[config.mk]
export PLATFORM = sky130hd
export DESIGN_NAME = acc_adc_conversion_control
export DESIGN_NICKNAME = d
export VERILOG_FILES = /design/src/hdl/acc_pkg.sv /design/src/hdl/acc_adc_conversion_control.sv /design/src/hdl/acc_clk_div.sv /design/src/hdl/acc_sar_core.sv
export SDC_FILE = /design/constraint.sdc
export NUM_CORES = 1
export LEC_CHECK = 0
export ABC_AREA = 1
export CORE_AREA = 2 2 101 103
export DETAILED_ROUTE_END_ITERATION = 10
export DIE_AREA = 0 0 103 105
export DONT_BUFFER_PORTS = 1
export PLACE_DENSITY = 0.7
export SYNTH_ARGS = -nofsm -noshare
export SYNTH_HDL_FRONTEND = slang
export SYNTH_SLANG_ARGS = --single-unit
[constraint.sdc]
create_clock -name clk_sys -period 5.15 [get_ports clk_sys]
set_input_delay 1.03 -clock clk_sys [delete_from_list [all_inputs] [get_ports clk_sys]]
set_output_delay 1.03 -clock clk_sys [all_outputs]
set_load 0.01 [all_outputs]
[src/hdl/acc_pkg.sv]
package acc_pkg;
  // ----------------------------------------
  // Register map (printed offsets are word indices)
  // ----------------------------------------
  localparam logic [15:0] IDX_CONVERSION_RESULT = 16'hfecd;
  localparam logic [15:0] IDX_CONVERTER_CONTROL = 16'hfed6;
  localparam logic [15:0] IDX_IRQ_STATUS = 16'hfed7;
  localparam logic [15:0] IDX_IRQ_MASK = 16'hfed8;
  localparam int ADR_W = 18;
  localparam logic [ADR_W-1:0] ADR_RESULT = {IDX_CONVERSION_RESULT, 2'b00};
  localparam logic [ADR_W-1:0] ADR_CONTROL = {IDX_CONVERTER_CONTROL, 2'b00};
  localparam logic [ADR_W-1:0] ADR_IRQ_STATUS = {IDX_IRQ_STATUS, 2'b00};
  localparam logic [ADR_W-1:0] ADR_IRQ_MASK = {IDX_IRQ_MASK, 2'b00};
  // ----------------------------------------
  // Control fields
  // ----------------------------------------
  localparam int CTL_W = 12;
  localparam int RES_W = 12;
  localparam int DIV_LSB = 0;
  localparam int DIV_W = 6;
  localparam int MODE_BIT = 6;
  localparam int START_BIT = 7;
  localparam int SEL_LSB = 8;
  localparam int SEL_W = 4;
  localparam logic [CTL_W-1:0] CTL_RESET = 12'h03f;
  localparam logic [RES_W-1:0] RES_RESET = 12'h000;
  localparam logic [RES_W-1:0] RES_FULL_SCALE = 12'h0fff;
  localparam int PRESCALE = 32;
  localparam int BITS_PER_CONV = 12;
  // ----------------------------------------
  // Channel codes
  // ----------------------------------------
  localparam logic [SEL_W-1:0] CH_AUX0 = 4'he;
  localparam logic [SEL_W-1:0] CH_AUX1 = 4'hc;
  localparam logic [SEL_W-1:0] CH_HALF_HIGH = 4'ha;
  localparam logic [SEL_W-1:0] CH_REF_NODE = 4'h8;
  localparam logic [SEL_W-1:0] CH_AUX3 = 4'h7;
  localparam logic [SEL_W-1:0] CH_CLK_SUPPLY = 4'h6;
  localparam logic [SEL_W-1:0] CH_AUX2 = 4'h5;
  localparam logic [SEL_W-1:0] CH_AUX5 = 4'h4;
  localparam logic [SEL_W-1:0] CH_AUX4 = 4'h2;
  localparam logic [SEL_W-1:0] CH_AUX6 = 4'h0;
  localparam int ANALOG_INPUTS = 10;
  // ----------------------------------------
  // Interrupt bits
  // ----------------------------------------
  localparam int IRQ_W = 1;
  localparam int IRQ_DONE = 0;
  typedef enum logic [1:0] {ACC_IDLE, ACC_SAMPLE, ACC_DONE} acc_state_t;
endpackage : acc_pkg

[src/hdl/acc_adc_conversion_control.sv]
// Notes on behaviour
// - Writing one to the start bit begins a conversion.
// - A started conversion measures the selected channel and stores a 12-bit result.
// - In single conversion mode, hardware clears the start bit when the result is ready; continuous mode leaves it set.
// - Every result update sets the interrupt status bit; irq rises only while its mask bit is set.
// - Conversion clock is the input clock over 32 times (divider field plus one), field in bits 5:0.
// - Control bit 6 set gives continuous mode, clear gives single conversion.
// - Channel select in bits 11:8 is double buffered against changes mid conversion.
// - The working channel is loaded at start or while idle.
// - In continuous mode the working channel is reloaded at the end of each conversion.
// - Channel codes E,C,A,8,7,6,5,4,2,0 map to aux0, aux1, half supply, reference, aux3, clock supply,
//   aux2, aux5, aux4, aux6.
// - The result is unsigned binary proportional to input over twice the reference.
// - Input at twice the reference yields code 0x0fff.
// - Conversion rates up to one hundred thousand samples per second are supported.
`timescale 1ns/1ps
module acc_adc_conversion_control #(
  parameter int RES_W = acc_pkg::RES_W
) (
  input wire logic clk_sys,
  input wire logic sys_rst,
  input wire logic wb_cyc_i,
  input wire logic wb_stb_i,
  input wire logic wb_we_i,
  input wire logic [acc_pkg::ADR_W-1:0] wb_adr_i,
  input wire logic [3:0] wb_sel_i,
  input wire logic [31:0] wb_dat_i,
  output logic [31:0] wb_dat_o,
  output logic wb_ack_o,
  output logic wb_err_o,
  input wire logic comp_in,
  output logic [RES_W-1:0] dac_code,
  output logic [acc_pkg::SEL_W-1:0] mux_select,
  output logic [acc_pkg::ANALOG_INPUTS-1:0] mux_onehot,
  output logic sample_hold,
  output logic irq
);
  import acc_pkg::*;
  initial begin
    if (RES_W != acc_pkg::RES_W) $error("acc_adc_conversion_control: result width must be 12");
  end
  typedef struct packed {
    logic [CTL_W-1:0] ctl;
    logic [SEL_W-1:0] chan;
    logic [RES_W-1:0] result;
    logic [IRQ_W-1:0] status;
    logic [IRQ_W-1:0] mask;
    logic ack;
    logic err;
    logic [31:0] rdata;
    logic [SEL_W-1:0] mux_sel;
    logic [ANALOG_INPUTS-1:0] mux_oh;
  } acc_top_st_t;
  acc_top_st_t st_ff, nxt_st;
  logic tick;
  logic busy;
  logic done;
  logic start_core;
  logic [RES_W-1:0] core_value;
  logic req;
  logic wr;
  logic hit_ctl;
  logic [ANALOG_INPUTS-1:0] oh;
  // Channel decode table, one entry per documented code
  localparam logic [SEL_W-1:0] CH_TAB [ANALOG_INPUTS] = '{CH_AUX0, CH_AUX1, CH_HALF_HIGH, CH_REF_NODE,
    CH_AUX3, CH_CLK_SUPPLY, CH_AUX2, CH_AUX5, CH_AUX4, CH_AUX6};
  // ----------------------------------------
  // Channel mux decode
  // ----------------------------------------
  // Undocumented codes select nothing; software must avoid them
  genvar gi;
  generate
    for (gi = 0; gi < ANALOG_INPUTS; gi++) begin : g_mux
      assign oh[gi] = (st_ff.chan == CH_TAB[gi]);
    end
  endgenerate
  // ----------------------------------------
  // Conversion clock and SAR core
  // ----------------------------------------
  // At 200 MHz the fastest rate is far above 0.1 Msps; the divider slows it
  acc_clk_div #(
    .DIV_W(DIV_W),
    .PRESCALE(PRESCALE)
  ) u_div (
    .clk_sys(clk_sys),
    .sys_rst(sys_rst),
    .run(busy),
    .divider(st_ff.ctl[DIV_LSB +: DIV_W]),
    .tick(tick)
  );
  acc_sar_core #(
    .RES_W(RES_W)
  ) u_core (
    .clk_sys(clk_sys),
    .sys_rst(sys_rst),
    .start(start_core),
    .tick(tick),
    .comp_in(comp_in),
    .dac_code(dac_code),
    .busy(busy),
    .done(done),
    .value(core_value)
  );
  // Core idles one cycle after done, so the working channel settles first
  assign start_core = st_ff.ctl[START_BIT] && !busy && !done;
  // ----------------------------------------
  // Wishbone slave
  // ----------------------------------------
  assign req = wb_cyc_i && wb_stb_i && !st_ff.ack && !st_ff.err;
  assign wr = req && wb_we_i;
  assign hit_ctl = wr && (wb_adr_i == ADR_CONTROL);
  always_comb begin
    nxt_st = st_ff;
    nxt_st.ack = 1'b0;
    nxt_st.err = 1'b0;
    nxt_st.mux_sel = st_ff.chan;
    nxt_st.mux_oh = oh;
    // Register writes
    if (hit_ctl) begin
      if (wb_sel_i[0]) begin
        nxt_st.ctl[7:0] = wb_dat_i[7:0];
      end
      if (wb_sel_i[1]) begin
        nxt_st.ctl[CTL_W-1:8] = wb_dat_i[CTL_W-1:8];
      end
    end
    if (wr && (wb_adr_i == ADR_IRQ_MASK) && wb_sel_i[0]) begin
      nxt_st.mask = wb_dat_i[IRQ_W-1:0];
    end
    if (wr && (wb_adr_i == ADR_IRQ_STATUS) && wb_sel_i[0]) begin
      nxt_st.status = st_ff.status & ~wb_dat_i[IRQ_W-1:0];
    end
    // Working channel: loaded when idle or at start
    if (!busy && !done) begin
      nxt_st.chan = st_ff.ctl[SEL_LSB +: SEL_W];
    end
    // Conversion end
    if (done) begin
      nxt_st.result = core_value;
      nxt_st.status[IRQ_DONE] = 1'b1;
      if (st_ff.ctl[MODE_BIT]) begin
        nxt_st.chan = st_ff.ctl[SEL_LSB +: SEL_W];
      end else if (!(hit_ctl && wb_sel_i[0] && wb_dat_i[START_BIT])) begin
        nxt_st.ctl[START_BIT] = 1'b0;
      end
    end
    // Single-shot chosen mid-run ends the sequence after this conversion
    if (done && !nxt_st.ctl[MODE_BIT] && st_ff.ctl[MODE_BIT]) begin
      nxt_st.ctl[START_BIT] = 1'b0;
    end
    // Answer
    if (req) begin
      nxt_st.rdata = '0;
      unique case (wb_adr_i)
        ADR_RESULT: begin
          nxt_st.ack = 1'b1;
          nxt_st.rdata[RES_W-1:0] = st_ff.result;
        end
        ADR_CONTROL: begin
          nxt_st.ack = 1'b1;
          nxt_st.rdata[CTL_W-1:0] = st_ff.ctl;
        end
        ADR_IRQ_STATUS: begin
          nxt_st.ack = 1'b1;
          nxt_st.rdata[IRQ_W-1:0] = st_ff.status;
        end
        ADR_IRQ_MASK: begin
          nxt_st.ack = 1'b1;
          nxt_st.rdata[IRQ_W-1:0] = st_ff.mask;
        end
        default: begin
          nxt_st.err = 1'b1;
        end
      endcase
    end
  end
  assign wb_dat_o = st_ff.rdata;
  assign wb_ack_o = st_ff.ack;
  assign wb_err_o = st_ff.err;
  assign mux_select = st_ff.mux_sel;
  assign mux_onehot = st_ff.mux_oh;
  assign sample_hold = busy;
  assign irq = |(st_ff.status & st_ff.mask);
  always_ff @(posedge clk_sys) begin
    if (sys_rst) begin
      st_ff <= '0;
      st_ff.ctl <= CTL_RESET;
      st_ff.result <= RES_RESET;
    end else begin
      st_ff <= nxt_st;
    end
  end
endmodule : acc_adc_conversion_control

[src/hdl/acc_clk_div.sv]
`timescale 1ns/1ps
module acc_clk_div #(
  parameter int DIV_W = acc_pkg::DIV_W,
  parameter int PRESCALE = acc_pkg::PRESCALE
) (
  input wire logic clk_sys,
  input wire logic sys_rst,
  input wire logic run,
  input wire logic [DIV_W-1:0] divider,
  output logic tick
);
  import acc_pkg::*;
  localparam int CNT_W = DIV_W + $clog2(PRESCALE) + 1;
  initial begin
    if (PRESCALE < 2) $error("acc_clk_div: prescale too small");
  end
  typedef struct packed {
    logic [CNT_W-1:0] cnt;
  } acc_div_st_t;
  acc_div_st_t st_ff, nxt_st;
  logic [CNT_W-1:0] limit;
  // ----------------------------------------
  // Period is prescale times (divider plus one)
  // ----------------------------------------
  always_comb begin
    limit = CNT_W'(PRESCALE * (int'(divider) + 1) - 1);
    nxt_st = st_ff;
    tick = 1'b0;
    if (!run) begin
      nxt_st.cnt = '0;
    end else if (st_ff.cnt >= limit) begin
      nxt_st.cnt = '0;
      tick = 1'b1;
    end else begin
      nxt_st.cnt = st_ff.cnt + CNT_W'(1);
    end
  end
  always_ff @(posedge clk_sys) begin
    if (sys_rst) begin
      st_ff <= '0;
    end else begin
      st_ff <= nxt_st;
    end
  end
endmodule : acc_clk_div

[src/hdl/acc_sar_core.sv]
`timescale 1ns/1ps
module acc_sar_core #(
  parameter int RES_W = acc_pkg::RES_W
) (
  input wire logic clk_sys,
  input wire logic sys_rst,
  input wire logic start,
  input wire logic tick,
  input wire logic comp_in,
  output logic [RES_W-1:0] dac_code,
  output logic busy,
  output logic done,
  output logic [RES_W-1:0] value
);
  import acc_pkg::*;
  initial begin
    if (RES_W < 2) $error("acc_sar_core: width too small");
  end
  typedef struct packed {
    logic busy;
    logic [RES_W-1:0] trial;
    logic [RES_W-1:0] bit_mask;
    logic [RES_W-1:0] value;
    logic done;
  } acc_sar_st_t;
  acc_sar_st_t st_ff, nxt_st;
  // ----------------------------------------
  // Binary search, one bit per conversion clock
  // ----------------------------------------
  // Comparator high means input above trial voltage (scale 2 x reference)
  always_comb begin
    nxt_st = st_ff;
    nxt_st.done = 1'b0;
    if (!st_ff.busy) begin
      if (start) begin
        nxt_st.busy = 1'b1;
        nxt_st.bit_mask = {1'b1, {(RES_W-1){1'b0}}};
        nxt_st.trial = {1'b1, {(RES_W-1){1'b0}}};
      end
    end else if (tick) begin
      if (!comp_in) begin
        nxt_st.trial = st_ff.trial & ~st_ff.bit_mask;
      end
      nxt_st.bit_mask = st_ff.bit_mask >> 1;
      nxt_st.trial = nxt_st.trial | (st_ff.bit_mask >> 1);
      if (st_ff.bit_mask[0]) begin
        nxt_st.busy = 1'b0;
        nxt_st.done = 1'b1;
        nxt_st.value = comp_in ? st_ff.trial : (st_ff.trial & ~st_ff.bit_mask);
      end
    end
  end
  assign dac_code = st_ff.trial;
  assign busy = st_ff.busy;
  assign done = st_ff.done;
  assign value = st_ff.value;
  always_ff @(posedge clk_sys) begin
    if (sys_rst) begin
      st_ff <= '0;
    end else begin
      st_ff <= nxt_st;
    end
  end
endmodule : acc_sar_core

Word level (Yosys, flattened, before mapping)
Cells that the tools add are included.

storage, ports and cells
  register bits after elaboration = 108
  logic and storage cells = 102

operators by class
  equal/unequal tests = 14
  reduce and logical (&&, ||, !) cells = 33
  $add $sub $neg = 3
  bitwise operators = 9
  magnitude comparators = 1
  mux-type cells = 23

operators with widths
  operator                                              number
  equality test 18 bit (second input constant)          4
  two-way mux 25 bit                                    2
  two-way mux 38 bit                                    1
  two-way mux 12 bit                                    3
  case mux 11 bit (2 select lines)                      1
  two-way mux 17 bit                                    1
  equality test 4 x 3 -> 1 bit (second input constant)  4
  equality test 4 bit (second input constant)           4
  logical AND 1 bit                                     16
  two-way mux 8 bit                                     2
  two-way mux 13 bit                                    1
  adder 12 x 1 -> 12 bit (second input constant)        1
  bitwise AND 12 bit                                    1
  greater-or-equal comparator 12 bit                    1
  NOT 12 bit                                            1
  bitwise OR 12 x 11 -> 12 bit                          1
  subtractor 12 x 2 -> 12 bit (second input constant)   1
  two-way mux 1 bit                                     9
  two-way mux 4 bit                                     2
  adder 6 x 1 -> 7 bit (second input constant)          1
  AND reduction 2 bit                                   3
  OR reduction 3 bit                                    2
  zero test 1 bit                                       5
  equality test 4 x 2 -> 1 bit (second input constant)  1
  9 further kinds                                       15

Logic depth before layout (Yosys ltp)
Gate-level depths: netlist (run 1).

  word-level depth = 10
  depth in mapped cells = 19
  gate-level depth less buffers = 18

Hierarchy
A second synthesis (run 1) with hierarchy kept.

unflattened totals
  cell total of the unflattened synthesis = 787
  area total of the unflattened synthesis = 5566.6 um2

modules (own cells, without submodules)
  module                      area an instance (um2)  instances  cells an instance
  acc_adc_conversion_control  2849.0                  1          414
  acc_sar_core                1775.5                  1          230
  acc_clk_div                 942.2                   1          143

Least setup slack after synthesis (run 1)
Ideal clock, no wire load.

  path kind = flip-flop to flip-flop
  start = register st_ff[66] in the netlist's numbering
  end = register u_core.st_ff (netlist bit u_core.value[11])
  required time = 5.040 ns
  slack = 2.552 ns
  stages on the path, launching flop included = 20
  data arrival time = 2.488 ns
  cells stage by stage = dfxtp_1 > ha_1 > nand3_1 > xor2_1 > inv_1 > nor2_1 > nand2_1 > xor2_1 > ha_1 > nand2_1 > inv_1 > a21oi_1 > nand3_2 > nand2_4 > clkinv_2 > nand2_2 > buf_6 > nand2_2 > inv_1 > nor2_1

between the ends
  cells in the longest elaborated chain, start to end = 6

ends and longest elaborated chain
  element                             RTL line                           source
  from (decl)                         acc_adc_conversion_control.sv:54   acc_top_st_t st_ff, nxt_st;
  from (signal assigned)              acc_adc_conversion_control.sv:190  st_ff <= nxt_st;
  adder 6 x 1 -> 7 bit                acc_clk_div.sv:26                  limit = CNT_W'(PRESCALE * (int'(divider) + 1) - 1);
  subtractor 12 x 2 -> 12 bit         acc_clk_div.sv:26
  greater-or-equal comparator 12 bit  acc_clk_div.sv:31                  end else if (st_ff.cnt >= limit) begin
  two-way mux 1 bit                   acc_clk_div.sv:31
  two-way mux 1 bit                   acc_clk_div.sv:29                  if (!run) begin
  AND reduction 3 bit (no line)       n/a
  to (signal assigned)                acc_sar_core.sv:61                 st_ff <= nxt_st;
  to (decl)                           acc_sar_core.sv:26                 acc_sar_st_t st_ff, nxt_st;

No other way between the ends.
A chain may end at the register's enable or synchronous reset.

Worst setup path after layout (run 1)
  start = register st_ff[66] in the netlist's numbering
  end = register u_core.st_ff (netlist bit u_core.value[8])

Same word-level chain as after synthesis.

==> results.yml, run 1 <==
sta:
  period_share_pct: 69.2
  clock_skew_ps: 16.7
  setup_violations: 0
  slew_violations: 0
  tightest_slew_ps: 870
  maxSlewHeadroom_pct: 41.9
  setup_ws_ps: 1590
  setup_tns_ps: 0
  max_clock_freq_mhz: 281
  rsz0062_at_grt: "false"
  fin_crit_ps: 3560
  hold_viol_final: 0
clock_network:
  clock-sinks: 108
  cts_tree: "built"
  clock_latency_ps: 370
  cts_setup_buffers: 0
  cts-root-buf: "clkbuf_8"
  h-tree-depth: 3
  cts_made_buffers: 9
  clk_pin_slew_worst_paths_ps: 110
  ctsResizeCount: 0
  cts_buffer_depth: 2
  ctsHoldBuffers: 0
flow_run:
  cap_violations: 0
setup_path:
  worstSetupPathType: "reg2reg"
  reg2reg_depth: 17
  worstPathRequired_ps: 5430
  crit_path_start_kind: "flop"
  reg2reg_from: "st_ff[66]"
  crit_path_end_kind: "flop"
  arrival_ps: 3840
  rrSetupSlack_ps: 1590
  worstPathMaxFanout: 26
  r2r-end: "u_core.value[8]"
cells_and_area:
  diodes: 0
  syn_to_final_growth_pct: -1.99
  fill_cells: 932
  layout.cells.non_filler: 830
  nets: 762
  fin_area_um2: 5170
  drive_gt1_share_pct: 5.60
synthesis:
  yosysTopAreaCell: "dfxtp_1"
  synthTopCellsByArea: "dfxtp_1 41%, nand2_1 8.8%, buf_4 8.7%, inv_1 7.1%, nand3_1 6.5%"
  yosysSeqAreaShare_pct: 41.0
  synth-edff-count: 0
  mappedNetlistArea_um2: 5270
  synthTopCellsByCount: "124 x nand2_1, 108 x dfxtp_1, 100 x inv_1"
  synth.most_common_cell: "nand2_1"
  synth_seq_cells: 108
  ys_types: 32
  ys.warnings.count: 0
  synth_top_area_share_pct: 41.0
  async_flop_share_pct: 0
  synth-main-ff-cell: "dfxtp_1"
  syn_area_per_cell_um2: 7.09
  synth_cells: 744
drt:
  drc: 0
  vias: 4114
  wl_met2_um: 4570
  drt-total-wl_um: 10000
  post_drt_wl_per_cell_um: 12.1
  vias_per_cell: 4.96
  met3_wirelength_um: 669
  drt-initial-drc-count: 157
  dr.pass1.iters: 4
  drtAntennaViolNets: 0
  top_layer: "met4"
  wl_met1_um: 4700
grt:
  grt_max_degree: 49
  grt.total_usage_pct: 19.4
  grt_remaining_overflow: 0
  grt_pass1_vias: 3807
  grt_pass1_wl_um: 17100
  antenna_found_initial: 0
floorplan:
  chipHeight_um: 105
  dieWidth_um: 103
  num_rows: 36
  io_pins: 122
  core-area_um2: 9640
  start_util_pct: 54.7
  dieArea_um2: 10800
worst_hold_path:
  hold_end: "mux_onehot[6]"
  hold_class: "reg2reg"
  hp-start: "nxt_st[11]"
  hold_path_depth: 1
status:
  status: "finished clean"
placement:
  port_buffers: 0
  dp_cells: 814
  globalplace.congestion: 0.907
  place_ws_ps: 1640
  postPlaceCellArea_um2: 4970
  dp_hpwl_um: 7210
pwr:
  power.leakage_nw: 2.32
  power_density_nw_per_um2: 271
  ir_worst_vdd_mv: 0.129
==> sequential cells by signal (all words and copies together), names as in the netlist, 4 cells and up <==
name and flops:
st_ff 26, u_core.dac_code 12, u_core.st_ff 12, u_core.value 12
u_div.st_ff 12, wb_dat_o 12, mux_onehot 10, mux_select 4
nxt_st 4
==> how the worst max path moves through the flow <==
stage                    from          endpoint  slack, ps
floorplan           st_ff[66]  u_core.value[11]       2550
global placement    st_ff[66]  u_core.value[10]       1710
detailed placement  st_ff[66]   u_core.value[8]       1640
CTS                 st_ff[66]   u_core.value[8]       1620
global route        st_ff[66]   u_core.value[8]       1260
finish              st_ff[66]   u_core.value[8]       1590
==> layer usage <==
layer  track usage [%]  vias up
li1                  -     2160
met1              25.2     1841
met2              30.9      105
met3              5.48        8
met4              5.73        0
met5                 0        -
==> kinds of logic after synthesis <==
| kind of cell | after synthesis | share of synthesized area (%) |
|---|---|---|
| other | 1 | 0.0711 |
| DFF | 108 | 41.0 |
| and+or+nand+nor | 317 | 26.1 |
| AOI/OAI and AO/OA | 106 | 10.2 |
| buffers and inverters | 188 | 18.0 |
| adders and majority gates | 10 | 2.37 |
| xor gates and xnor gates | 14 | 2.33 |
==> layout by cell type, fill, tap and decap left out, drive strengths merged <==
cell type,count
nand2,136
dfxtp,108
inv,106
nor2,93
nand3,71
o21ai,53
a21oi,49
conb,20
ha,10
clkbuf,10
xor2,8
nor3,7
xnor2,6
nand4,6
clkinv,4
nor4,3
a31oi,2
buf,2
nor3b,1
o22ai,1
o211ai,1
==> critical path, stage by stage (launching register included) <==
cell      delay (ps)
dfxtp_1          530
nand3_1          180
xor2_1           320
nand3_1          160
nor2_1           120
nand2_1           70
xor2_1           200
ha_1             280
nand2_1           90
inv_1             40
a21oi_1          170
nand3_2          130
nand2_4          250
clkinv_2         330
nand2_2          380
nand2_1           90
inv_1             70
nor2_1            40
==> area by class of cell <==
| class | instances | area, um^2 | area share, % |
|---|---|---|---|
| Inverter | 104 | 392 | 7.58 |
| Timing Repair Buffer | 2 | 15.0 | 0.290 |
| Tap cell | 133 | 166 | 3.22 |
| Sequential cell | 108 | 2160 | 41.8 |
| Clock inverter | 6 | 62.6 | 1.21 |
| Multi-Input combinational cell | 467 | 2230 | 43.2 |
| Clock buffer | 10 | 138 | 2.66 |
==> stage by stage <==
stage	power, mW	utilization (%)	hold slack (ps)
6_report	1.40	53.6	423
5_1_grt	1.46	53.6	463
4_1_cts	1.41	53.6	431
3_5_place_dp	0.908	51.5	413
3_3_place_gp	0.907	51.5	407
2_1_floorplan	0.926	-	401
==> where the power goes <==
| group | total [mW] | internal (mW) | switching, mW | leakage, nW |
|---|---|---|---|---|
| registers | 0.849 | 0.841 | 0.00746 | 0.872 |
| logic | 0.0402 | 0.0114 | 0.0288 | 1.34 |
| clock network | 0.511 | 0.203 | 0.308 | 0.103 |
No activity file was read; power rests on OpenSTA's default activity.
==> inputs of run 2 (changes only) <==
ABC_AREA = 0   (was 1)
PLACE_DENSITY = 0.69   (was 0.7)
clock period = 3.6 ns   (was 5.15 ns; I/O delays follow)
==> run 2 against run 1 <==
  * Critical path depth decreased by 5
  * Synthesized area down 1.6%
  * Via count fell by 6.5%
  * Critical endpoint is now u_core.dac_code[2]
  * Utilization fell by 0.79 points
  * Clock power increased by 35%
==> results.yml, run 2 <==
sta:
  tightest_slew_ps: 751
  setup_ws_ps: 291
  setup_violations: 0
  rsz0062_at_grt: "false"
  max_clock_freq_mhz: 302
  fin_crit_ps: 3310
  hold_viol_final: 0
  period_share_pct: 91.9
  maxSlewHeadroom_pct: 49.9
  slew_violations: 0
  setup_tns_ps: 0
  clock_skew_ps: 20.9
floorplan:
  io_pins: 122
  start_util_pct: 53.8
  core-area_um2: 9640
  dieArea_um2: 10800
  chipHeight_um: 105
  num_rows: 36
  dieWidth_um: 103
setup_path:
  arrival_ps: 3620
  worstPathRequired_ps: 3910
  worstSetupPathType: "reg2reg"
  crit_top_cell: "ha_1"
  crit_path_start_kind: "flop"
  worst_setup_path_startpoint: "st_ff[66]"
  worstPathMaxFanout: 15
  crit_path_end_kind: "flop"
  crit_chain: "ha_1, nand2b_1, or4_1, a21boi_0, o21ai_0, xor2_1, ha_1, nand4_1, o21ba_4, o21ai_2, buf_4, mux2i_1"
  slowest_stage: "or4_1"
  cpPeakStageDelay_ps: 400
  reg2reg_from: "st_ff[66]"
placement:
  postPlaceCellArea_um2: 4900
  place_ws_ps: 216
  port_buffers: 0
  globalplace.congestion: 0.803
  dp_hpwl_um: 7450
drt:
  drtAntennaViolNets: 0
  drc: 0
  vias_per_cell: 5.69
  drt-initial-drc-count: 224
  post_drt_wl_per_cell_um: 16.0
  dr.pass1.iters: 4
  drt-total-wl_um: 10800
  vias: 3848
pwr:
  switching_share_pct: 23.6
  power_density_nw_per_um2: 384
  power.leakage_nw: 2.01
  total_power_mw: 1.95
  pwr-share-comb_pct: 2.5
  p_switching_mw: 0.461
  p_clk_share_pct: 35.4
  p_int_mw: 1.49
  power_frac_seq_pct: 62.0
  ir_worst_vdd_mv: 0.262
grt:
  grt_pass1_vias: 3534
  grt_max_degree: 50
  grt_pass1_wl_um: 17700
  antenna_found_initial: 0
  grt.total_usage_pct: 20.4
  grt_remaining_overflow: 0
synthesis:
  synth_cells: 594
  ys.warnings.count: 0
  ys_types: 53
  yosysSeqAreaShare_pct: 41.7
  syn_area_per_cell_um2: 8.74
  async_flop_share_pct: 0
  synthTopCellsByArea: "dfxtp_1 42%, buf_4 8.5%, mux2i_1 6.8%, nor2_1 4.3%, nand2_1 4.1%"
  mappedNetlistArea_um2: 5190
  synth.most_common_cell: "dfxtp_1"
  synth-main-ff-cell: "dfxtp_1"
  synth_seq_cells: 108
  synth-edff-count: 0
  synthTopCellsByCount: "108 x dfxtp_1, 59 x buf_4, 59 x nor2_1"
  yosysTopAreaCell: "dfxtp_1"
  synth_top_area_share_pct: 41.7
flow_run:
  cap_violations: 0
cells_and_area:
  final_common_cell: "dfxtp_1"
  top_register: "st_ff"
  nets: 608
  largest_register_ffs: 26
  fill_cells: 939
  syn_to_final_growth_pct: -1.88
  diodes: 0
  final_cell_mix: "108 x dfxtp_1, 59 x nor2_1, 56 x nand2_1"
  drive_gt1_share_pct: 5.89
  fin_area_um2: 5090
clock_network:
  clock_latency_ps: 380
  clock-sinks: 108
  cts_setup_buffers: 0
  ctsHoldBuffers: 0
  cts_buffer_depth: 2
  h-tree-depth: 3
  cts-root-buf: "clkbuf_8"
  cts_made_buffers: 9
  cts_tree: "built"
  clk_pin_slew_worst_paths_ps: 100
worst_hold_path:
  hold_class: "in2reg"
  hp-start: "sys_rst"
status:
  status: "finished clean"
## run 2: worst paths after layout
kind	to	slack, ps	cells after the start
setup / recovery	u_core.dac_code[2]	290	12
hold reg to reg	u_div.st_ff[0]	450	1
setup reg to reg	u_core.dac_code[2]	290	12
hold / removal	st_ff[76]	410	1
## run 2: kinds of logic (layout without fill, tap and decap cells)
family	count (synthesis)	in the layout	share of synthesized area [%]
AOI/OAI and AO/OA	96	96	12.7
xor gates and xnor gates	18	18	3.04
adders and majority gates	10	10	2.41
buffers and inverters	101	31	11.8
DFF	108	108	41.7
muxes	36	36	6.97
other	1	20	0.0723
and+or+nand+nor	224	224	21.4
## run 2: repair_timing
| item | 4_1_cts | 5_1_grt |
|---|---|---|
| endpoints found under the setup margin | 0 | 1 |
| resized for setup | 0 | 1 |
| endpoints found under the hold margin | 0 | 0 |
## run 2: routing by layer
metal | routed length, um | vias to the layer above | track usage [%]
met4 | 170 | 0 | 5.17
met5 | 0 | - | 0
met3 | 675 | 15 | 6.56
li1 | - | 1898 | -
met1 | 5110 | 1826 | 29.0
met2 | 4820 | 109 | 29.9
## run 2: per-stage QoR
stage	hold slack (ps)	std cells	util, %
2_1_floorplan	412	613	-
3_3_place_gp	422	660	50.9
3_5_place_dp	434	660	50.9
4_1_cts	382	676	52.8
5_1_grt	378	676	52.8
6_report	408	676	52.8
## run 2: cell type report
type	count	area, um^2	share of cell area, %
tap	133	166	3.27
timing repair buffer	8	60.1	1.18
inverter	7	26.3	0.516
clock buffer	10	138	2.70
clock inverter	6	46.3	0.909
multi-input combinational	404	2490	49.0
sequential	108	2160	42.5
## run 2: power by group through the flow
stage | logic, mW | registers, mW | clock network, mW
final | 0.0492 | 1.21 | 0.692
after global routing | 0.0560 | 1.21 | 0.763
after CTS | 0.0491 | 1.21 | 0.710
after detailed placement | 0.0489 | 1.24 | 0
after global placement | 0.0479 | 1.24 | 0
after floorplan | 0.0800 | 1.23 | 0
## run 2: critical path, delay by kind of cell (launching register included)
family / cells / cell delay (ps)
compound gates: 4 / 900
mux: 1 / 190
flops: 1 / 340
xor+xnor: 1 / 150
buf+inv: 1 / 270
fa+ha+maj: 2 / 640
simple gates: 3 / 750
